===== src/fae_pkg.sv =====
/*
  Shared constants and types of the flash access error monitor: register
  addresses, bit positions, reset values, address ranges and command kinds.
  Assumes nothing of its surroundings; imported by the range checker and the monitor, not by sticky_flag.
*/
package fae_pkg;

    // register byte addresses on the peripheral bus
    localparam logic [31:0] STATUS_ADDR = 32'hFFA1_0010;
    localparam logic [31:0] ENABLE_ADDR = 32'hFFA1_0014;

    // bit positions shared by status and enable registers
    localparam int unsigned BIT_CODE = 7;
    localparam int unsigned BIT_LOCK = 4;
    localparam int unsigned BIT_DATA = 3;
    localparam int unsigned BIT_CORR = 0;

    // reset values and writable bits
    localparam logic [7:0] ENABLE_RESET = 8'h99;
    localparam logic [7:0] ENABLE_WMASK = 8'h99;
    localparam logic [7:0] STATUS_RESET = 8'h00;

    // start address bits 18..0 checked in data flash mode
    localparam int unsigned ADDR_W = 19;
    localparam logic [18:0] AREA_LO = 19'h0_0000;
    localparam logic [18:0] AREA_HI = 19'h7_FFFF;
    localparam logic [18:0] DATA_RSV_LO = 19'h1_0000;
    localparam logic [18:0] SETUP_LOW_HI = 19'h0_003F;
    localparam logic [18:0] CFG_RSV_LO = 19'h0_0100;
    localparam logic [18:0] OTP_RSV_LO = 19'h0_00A0;

    // kind of command the sequencer is issuing
    typedef enum logic [1:0] {
        CMD_OTHER,
        CMD_CONFIG_PROGRAM,
        CMD_OTP_SET
    } cmd_kind_t;

    // command lock state of the sequencer
    typedef enum logic {
        UNLOCKED,
        LOCKED
    } lock_state_t;

endpackage


===== src/address_range_checker.sv =====
/*
  Combinational check of a command start address against the reserved
  ranges of the data flash area.
  Assumes the kind and address are stable while issue is high.
*/
`timescale 1ns/1ps
`default_nettype none
module address_range_checker
(
    input wire logic data_flash_pe_mode,
    input wire fae_pkg::cmd_kind_t cmd_kind,
    input wire logic [18:0] command_start_address,
    output logic data_area_violation
);
    import fae_pkg::*;

    // inclusive window test, used for every range below
    function automatic logic in_range(input logic [18:0] a,
                                      input logic [18:0] lo,
                                      input logic [18:0] hi);
        in_range = (a >= lo) && (a <= hi);
    endfunction

    // reserved data area applies to every command; setup commands add more
    always_comb
    begin
        data_area_violation = 1'b0;
        if (data_flash_pe_mode)
        begin
            if (in_range(command_start_address, DATA_RSV_LO, AREA_HI))
                data_area_violation = 1'b1;
            case (cmd_kind)
                CMD_CONFIG_PROGRAM:
                    if (in_range(command_start_address, AREA_LO, SETUP_LOW_HI)
                        || in_range(command_start_address, CFG_RSV_LO,
                                    AREA_HI))
                        data_area_violation = 1'b1;
                CMD_OTP_SET:
                    if (in_range(command_start_address, AREA_LO, SETUP_LOW_HI)
                        || in_range(command_start_address, OTP_RSV_LO,
                                    AREA_HI))
                        data_area_violation = 1'b1;
                default:
                    ;
            endcase
        end
    end
endmodule
`default_nettype wire


===== src/sticky_flag.sv =====
/*
  One sticky status bit: set by hardware, cleared by hardware or, when
  enabled, by software writing 0 after having read the bit as 1.
  Assumes a read and a write of the bit never fall in the same cycle.
*/
`timescale 1ns/1ps
`default_nettype none
module sticky_flag
#(
    parameter bit SW_CLEAR = 1'b1
)
(
    input wire logic pclk,
    input wire logic presetn,
    input wire logic set,
    input wire logic hw_clear,
    input wire logic sw_read_one,
    input wire logic sw_write,
    input wire logic sw_wdata,
    output logic flag
);
    logic flag_q;
    logic flag_d;
    logic armed_q;
    logic armed_d;

    // software clear needs a prior read of 1; a set in the same cycle wins
    always_comb
    begin
        armed_d = armed_q;
        flag_d = flag_q;
        if (sw_write)
            armed_d = 1'b0;
        else if (sw_read_one)
            armed_d = 1'b1;
        if (hw_clear)
            flag_d = 1'b0;
        if (SW_CLEAR && sw_write && !sw_wdata && armed_q)
            flag_d = 1'b0;
        if (set)
            flag_d = 1'b1;
    end

    always_ff @(posedge pclk or negedge presetn)
    begin
        if (!presetn)
        begin
            flag_q <= 1'b0;
            armed_q <= 1'b0;
        end
        else
        begin
            flag_q <= flag_d;
            armed_q <= armed_d;
        end
    end

    assign flag = flag_q;
endmodule
`default_nettype wire


===== src/flash_access_error_monitor.sv =====
/*
  Access error status and interrupt enable registers of the flash
  sequencer, reached over APB, with the flash error interrupt line.
  Assumes the sequencer gives one-cycle event pulses synchronous to pclk
  and holds command kind and start address valid with cmd_issue.
*/
`timescale 1ns/1ps
`default_nettype none
module flash_access_error_monitor
(
    input wire logic pclk,
    input wire logic presetn,
    input wire logic psel,
    input wire logic penable,
    input wire logic pwrite,
    input wire logic [31:0] paddr,
    input wire logic [31:0] pwdata,
    input wire logic [3:0] pstrb,
    output logic [31:0] prdata,
    output logic pready,
    output logic pslverr,
    input wire logic cmd_issue,
    input wire fae_pkg::cmd_kind_t cmd_kind,
    input wire logic data_flash_pe_mode,
    input wire logic [31:0] command_start_address,
    input wire logic code_area_error_detect,
    input wire logic lock_error_detect,
    input wire logic corrected_read,
    input wire logic status_clear_start,
    input wire logic config_read_corrected,
    input wire logic parameter_table_corrected,
    input wire logic one_time_area_corrected,
    output logic illegal_operation_error,
    output logic command_locked,
    output logic flash_error_interrupt
);
    import fae_pkg::*;

    // register address decode, used for reads, writes and errors
    function automatic logic reg_hit(input logic [31:0] a,
                                     input logic [31:0] target);
        reg_hit = (a == target);
    endfunction

    logic setup_phase;
    logic access_rd;
    logic access_wr;
    logic hit_status;
    logic hit_enable;
    logic byte0_wr;
    logic data_area_violation;
    logic data_set;
    logic code_set;
    logic lock_set;
    logic lock_release;
    logic corr_clear;
    logic code_area_access_error;
    logic data_area_access_error;
    logic single_bit_corrected;
    logic status_wr;
    logic [7:0] status_view;
    logic [7:0] enable_q;
    logic [7:0] enable_d;
    logic [31:0] prdata_q;
    logic [31:0] prdata_d;
    lock_state_t lock_q;
    lock_state_t lock_d;
    logic illegal_q;
    logic illegal_d;
    logic irq_q;
    logic irq_d;

    // bus phases; the slave never stalls so every access ends in one cycle
    assign setup_phase = psel && !penable;
    assign access_rd = psel && penable && !pwrite;
    assign access_wr = psel && penable && pwrite;
    assign hit_status = reg_hit(paddr, STATUS_ADDR);
    assign hit_enable = reg_hit(paddr, ENABLE_ADDR);
    assign byte0_wr = access_wr && pstrb[0];
    assign status_wr = byte0_wr && hit_status;
    assign pready = 1'b1;
    assign pslverr = psel && penable && !(hit_status || hit_enable);

    address_range_checker u_range
    (
        .data_flash_pe_mode(data_flash_pe_mode),
        .cmd_kind(cmd_kind),
        .command_start_address(command_start_address[ADDR_W-1:0]),
        .data_area_violation(data_area_violation)
    );

    // event sources feeding the sticky flags
    assign data_set = cmd_issue && data_area_violation;
    assign code_set = code_area_error_detect;
    assign lock_set = lock_error_detect || data_set || code_set;
    assign corr_clear = status_clear_start && config_read_corrected
                        && parameter_table_corrected
                        && one_time_area_corrected;

    // read arming uses what software actually saw in prdata
    sticky_flag #(.SW_CLEAR(1'b1)) u_code_flag
    (
        .pclk(pclk),
        .presetn(presetn),
        .set(code_set),
        .hw_clear(1'b0),
        .sw_read_one(access_rd && hit_status && prdata_q[BIT_CODE]),
        .sw_write(status_wr),
        .sw_wdata(pwdata[BIT_CODE]),
        .flag(code_area_access_error)
    );

    sticky_flag #(.SW_CLEAR(1'b1)) u_data_flag
    (
        .pclk(pclk),
        .presetn(presetn),
        .set(data_set),
        .hw_clear(1'b0),
        .sw_read_one(access_rd && hit_status && prdata_q[BIT_DATA]),
        .sw_write(status_wr),
        .sw_wdata(pwdata[BIT_DATA]),
        .flag(data_area_access_error)
    );

    // correction bit is cleared only by the sequencer, never by software
    sticky_flag #(.SW_CLEAR(1'b0)) u_corr_flag
    (
        .pclk(pclk),
        .presetn(presetn),
        .set(corrected_read),
        .hw_clear(corr_clear),
        .sw_read_one(1'b0),
        .sw_write(1'b0),
        .sw_wdata(1'b0),
        .flag(single_bit_corrected)
    );

    // release needs both area errors already 0; a new lock event wins
    assign lock_release = status_clear_start && !code_area_access_error
                          && !data_area_access_error;

    always_comb
    begin
        lock_d = lock_q;
        case (lock_q)
            UNLOCKED:
                if (lock_set)
                    lock_d = LOCKED;
            LOCKED:
                if (lock_release && !lock_set)
                    lock_d = UNLOCKED;
            default:
                lock_d = UNLOCKED;
        endcase
    end

    // status view; reserved bits are tied low
    always_comb
    begin
        status_view = STATUS_RESET;
        status_view[BIT_CODE] = code_area_access_error;
        status_view[BIT_LOCK] = (lock_q == LOCKED);
        status_view[BIT_DATA] = data_area_access_error;
        status_view[BIT_CORR] = single_bit_corrected;
    end

    // enable register: byte lane 0 only, reserved bits never stored
    always_comb
    begin
        enable_d = enable_q;
        if (byte0_wr && hit_enable)
            enable_d = pwdata[7:0] & ENABLE_WMASK;
    end

    // read data captured in setup so prdata comes from a flop
    always_comb
    begin
        prdata_d = prdata_q;
        if (setup_phase)
        begin
            prdata_d = 32'h0000_0000;
            if (hit_status)
                prdata_d[7:0] = status_view;
            else if (hit_enable)
                prdata_d[7:0] = enable_q;
        end
    end

    // pulse only on the 0 to 1 step of the data error flag
    assign illegal_d = data_set && !data_area_access_error;

    // gated OR of flags, registered so the error line is glitch free
    assign irq_d = |(status_view & enable_q);

    always_ff @(posedge pclk or negedge presetn)
    begin
        if (!presetn)
        begin
            lock_q <= UNLOCKED;
            enable_q <= ENABLE_RESET;
            prdata_q <= 32'h0000_0000;
            illegal_q <= 1'b0;
            irq_q <= 1'b0;
        end
        else
        begin
            lock_q <= lock_d;
            enable_q <= enable_d;
            prdata_q <= prdata_d;
            illegal_q <= illegal_d;
            irq_q <= irq_d;
        end
    end

    assign prdata = prdata_q;
    assign illegal_operation_error = illegal_q;
    assign command_locked = (lock_q == LOCKED);
    assign flash_error_interrupt = irq_q;

    // checks
    property p_reserved_data_area;
        @(posedge pclk) disable iff (!presetn)
        (cmd_issue && data_flash_pe_mode
         && command_start_address[18:0] >= DATA_RSV_LO)
        |=> data_area_access_error;
    endproperty
    a_reserved_data_area: assert property (p_reserved_data_area)
        else $error("reserved data address did not set data error");

    property p_config_low;
        @(posedge pclk) disable iff (!presetn)
        (cmd_issue && data_flash_pe_mode && cmd_kind == CMD_CONFIG_PROGRAM
         && command_start_address[18:0] <= SETUP_LOW_HI)
        |=> data_area_access_error;
    endproperty
    a_config_low: assert property (p_config_low)
        else $error("config program low address missed");

    property p_otp_high;
        @(posedge pclk) disable iff (!presetn)
        (cmd_issue && data_flash_pe_mode && cmd_kind == CMD_OTP_SET
         && command_start_address[18:0] >= OTP_RSV_LO)
        |=> data_area_access_error;
    endproperty
    a_otp_high: assert property (p_otp_high)
        else $error("otp set reserved address missed");

    property p_illegal_lock;
        @(posedge pclk) disable iff (!presetn)
        $rose(data_area_access_error)
        |-> illegal_operation_error && command_locked;
    endproperty
    a_illegal_lock: assert property (p_illegal_lock)
        else $error("data error without illegal pulse and lock");

    property p_write_one_kept;
        @(posedge pclk) disable iff (!presetn)
        (status_wr && pwdata[BIT_DATA] && data_area_access_error)
        |=> data_area_access_error;
    endproperty
    a_write_one_kept: assert property (p_write_one_kept)
        else $error("writing one cleared data error");

    property p_corr_clear;
        @(posedge pclk) disable iff (!presetn)
        (corr_clear && !corrected_read) |=> !single_bit_corrected;
    endproperty
    a_corr_clear: assert property (p_corr_clear)
        else $error("correction bit not cleared");

    property p_lock_release;
        @(posedge pclk) disable iff (!presetn)
        (command_locked && lock_release && !lock_set) |=> !command_locked;
    endproperty
    a_lock_release: assert property (p_lock_release)
        else $error("lock not released");

    property p_irq_follows;
        @(posedge pclk) disable iff (!presetn)
        ##1 flash_error_interrupt
            == $past((code_area_access_error && enable_q[BIT_CODE])
                     || (command_locked && enable_q[BIT_LOCK])
                     || (data_area_access_error && enable_q[BIT_DATA])
                     || (single_bit_corrected && enable_q[BIT_CORR]));
    endproperty
    a_irq_follows: assert property (p_irq_follows)
        else $error("interrupt does not follow gated flags");

    property p_reserved_zero;
        @(posedge pclk) disable iff (!presetn)
        prdata_q[6:5] == 2'b00 && prdata_q[2:1] == 2'b00
        && enable_q[6:5] == 2'b00;
    endproperty
    a_reserved_zero: assert property (p_reserved_zero)
        else $error("reserved bit read nonzero");
endmodule
`default_nettype wire


===== config.mk =====
export PLATFORM = sky130hd
export DESIGN_NAME = flash_access_error_monitor
export DESIGN_NICKNAME = d
export VERILOG_FILES = /design/src/fae_pkg.sv /design/src/address_range_checker.sv /design/src/sticky_flag.sv /design/src/flash_access_error_monitor.sv
export SDC_FILE = /design/constraint.sdc
export NUM_CORES = 1
export LEC_CHECK = 0
export ABC_AREA = 1
export CAP_MARGIN = 25
export CORE_AREA = 2 2 59 61
export CTS_CLUSTER_SIZE = 20
export DETAILED_ROUTE_END_ITERATION = 8
export DIE_AREA = 0 0 61 63
export DONT_BUFFER_PORTS = 1
export SLEW_MARGIN = 20
export SYNTH_ARGS = -nofsm -noshare
export SYNTH_HDL_FRONTEND = slang
export SYNTH_SLANG_ARGS = --single-unit
export TNS_END_PERCENT = 10

===== constraint.sdc =====
create_clock -name pclk -period 2.8 [get_ports pclk]
set_input_delay 0.28 -clock pclk [delete_from_list [all_inputs] [get_ports pclk]]
set_output_delay 0.28 -clock pclk [all_outputs]
set_load 0.03 [all_outputs]

==> qor.txt <==
DR DRC count = 0
Hpwl dp = 2270 microns
Pwr dens = 357 nW/um^2
CTS tree = yes
Later-pin clock latency in the skew report = 0.28 ns
Power Total = 0.000473 W
H-tree depth = 1
DR vias = 1,138
DRT antenna net count = 0
Fin crit share = 0.536
Final Hold Fails = 0
First drt pass iteration count = 4
Iteration-0 DRC Markers = 25
Slew headroom = 0.512
GR Layer Usage met2 = 0.242
CTS max path bufs = 2
Grt met3 use = 0.0518
First-pass GRT wire length = 4220 microns
Routed len/inst = 10.3 microns
Pin count of the biggest net entering global routing = 17
Mapped Cells = 205
Crit path cell chain = nor2_1, nand4_1, nor2_2, nand2_2, nand2_1, nor2_1
Synth Cell Area = 1340 sq um
Total clock buffers created by CTS = 3
Critical-path top delay cell = nor2_2
Worst setup EP type = output pin
Synthesized area per cell = 6.54 sq um
Library cells used by synthesis = 23
Slew Limit Fails = 0
CP most frequent cell = nor2_1
Die ar. = 3840 sq um
GR Util All Layers = 0.143
Clock-pin slew on the worst setup and hold paths = 0.10 ns
Setup TNS = 0 ns
Leak pwr = 0.703 nW
NumNets Final = 326
TritonCTS Sinks = 16
Yosys warnings = 0
Share of layout cells above drive strength 1 = 0.0721
CP Launch Type = input port
CTS root buf = clkbuf_4
Setup Skew = 0.00343 ns
Final setup margin = 1.30 ns
Max IR drop VDD = 0.101 mV
Worst Path Max Fanout = 7
Diode count = 0
HP Class = input port to flop
RSZ-0062 raised after global routing = no
Fillers = 362
Rows = 21
Layout area overhead = -0.934%
FF+latch count, synth = 16
Die Span Y = 63 microns
Worst Max-Slew Pin Slew = 0.729 ns
Met1 Use GR = 0.162
Die X-Extent = 61 microns
Placed inst area = 1280 sq um
Post-synthesis sequential area ratio = 0.303
Postcts setup bufs = 0
CP peak stage delay = 0.31 ns
Initial antenna violation count = 0
Drt total wl = 2600 microns
Post-place setup slack = 1.28 ns
Crit path DAT = 1.22 ns
Gr busiest metal = met2
Fin crit period = 1.50 ns
Placeable Area = 3230 sq um
I/O Pins = 153
Vias in the first global route = 1,044
Run status = finished, final reports clean
# setup viols final = 0
CP Data Required Time = 2.52 ns
Maximum clock frequency = 667 MHz
Critical path class = input port to output pin
Max-cap violations = 0
GRT overflow = 0
Final Cell Area = 1330 sq um
Starting Density = 0.415
Vias per std cell = 4.48
Fin util = 0.411
Placer congestion estimate = 0.746
Port bufs = 0
power by group:
group	internal, W	total, W	leakage (nW)	switching, W
combinational	0.0000141	0.0000885	0.504	0.0000744
clock	0.0000791	0.000153	0.0210	0.0000735
sequential	0.000232	0.000232	0.178	0.000000425
total	0.000325	0.000473	0.703	0.000148
path summary, 6_finish.rpt:
kind,from,to,slack [ns],cells past startpoint
hold reg to reg,enable_q[4],enable_q[4],0.50,2
setup reg to reg,command_locked,command_locked,1.78,2
setup / recovery,paddr[11],pslverr,1.30,6
max in group asynchronous,presetn,flash_error_interrupt,1.86,1
min in group asynchronous,presetn,prdata[0],0.49,1
hold / removal,pwdata[3],enable_q[3],0.08,2
stage by stage:
step,hold slack [ns],std cells
after floorplan,-0.0156,232
after global placement,-0.0153,249
after detailed placement,-0.0153,249
after CTS,0.0665,254
after global routing,0.0699,254
final,0.0765,254
worst max-delay path, delay by kind of cell:
family | cells | cell delay [ns]
AND/OR/NAND/NOR | 6 | 0.94
placed cells by master (no fill, tap or decap), types with 3 or more instances in the layout:
cell and n:
nor2_1 34, nand4_1 5, nand2_1 63, nor2_4 3, dfrtp_1 12, inv_1 20
clkbuf_4 3, o21ai_1 4, nand3_1 15, conb_1 29, dfstp_2 4
layout make-up:
type | count | area (sq um) | share of cell area
multi-input cells | 166 | 739 | 0.557
flip-flops and latches | 16 | 405 | 0.305
clock buffers | 4 | 36.3 | 0.0273
inverters | 21 | 78.8 | 0.0594
well taps | 46 | 57.6 | 0.0434
repair buffers | 1 | 10.0 | 0.00754
flip-flops by register name, indices dropped and copies added (netlist names):
register / count
u_code_flag.armed_q: 1
command_locked: 1
enable_q: 4
u_data_flag.armed_q: 1
u_corr_flag.flag: 1
u_data_flag.flag: 1
illegal_operation_error: 1
u_code_flag.flag: 1
flash_error_interrupt: 1
prdata: 4
kinds of logic (layout without fill, tap and decap cells):
| group | after synthesis | count (layout) | share of synthesized area |
|---|---|---|---|
| flops | 16 | 16 | 0.303 |
| fa+ha+maj | 1 | 1 | 0.00934 |
| other cells | 2 | 29 | 0.00560 |
| simple gates | 128 | 128 | 0.428 |
| compound gates | 8 | 8 | 0.0336 |
| buf+inv | 50 | 26 | 0.221 |
cell usage after synthesis:
library cell,count,area share
a211oi_1,1,0.0056
a21o_1,1,0.0056
and2_1,1,0.0047
buf_4,29,0.16
clkinv_1,1,0.0028
conb_1,2,0.0056
dfrtp_1,12,0.22
dfstp_2,4,0.078
ha_1,1,0.0093
inv_1,20,0.056
nand2_1,63,0.18
nand2_2,1,0.0047
nand2_4,1,0.0084
nand3_1,15,0.056
nand3b_1,1,0.0056
nand4_1,5,0.023
nand4_4,1,0.016
nor2_1,34,0.095
nor2_2,1,0.0047
nor2_4,3,0.025
nor3_1,2,0.0075
o21ai_0,2,0.0075
o21ai_1,4,0.015
metal layers:
layer | wire [microns] | up-vias | part of all wire
met5 | 0 | - | 0
met4 | 31 | 0 | 0.012
met3 | 287 | 4 | 0.11
met2 | 1330 | 61 | 0.51
met1 | 959 | 489 | 0.37
li1 | - | 584 | -
repair_timing:
item / 4_1_cts / 5_1_grt
gates resized for setup: 0 / 0
hold endpoints to repair: 16 / 0
hold buffers: 1 / 0
No activity file was read; power rests on OpenSTA's default activity.
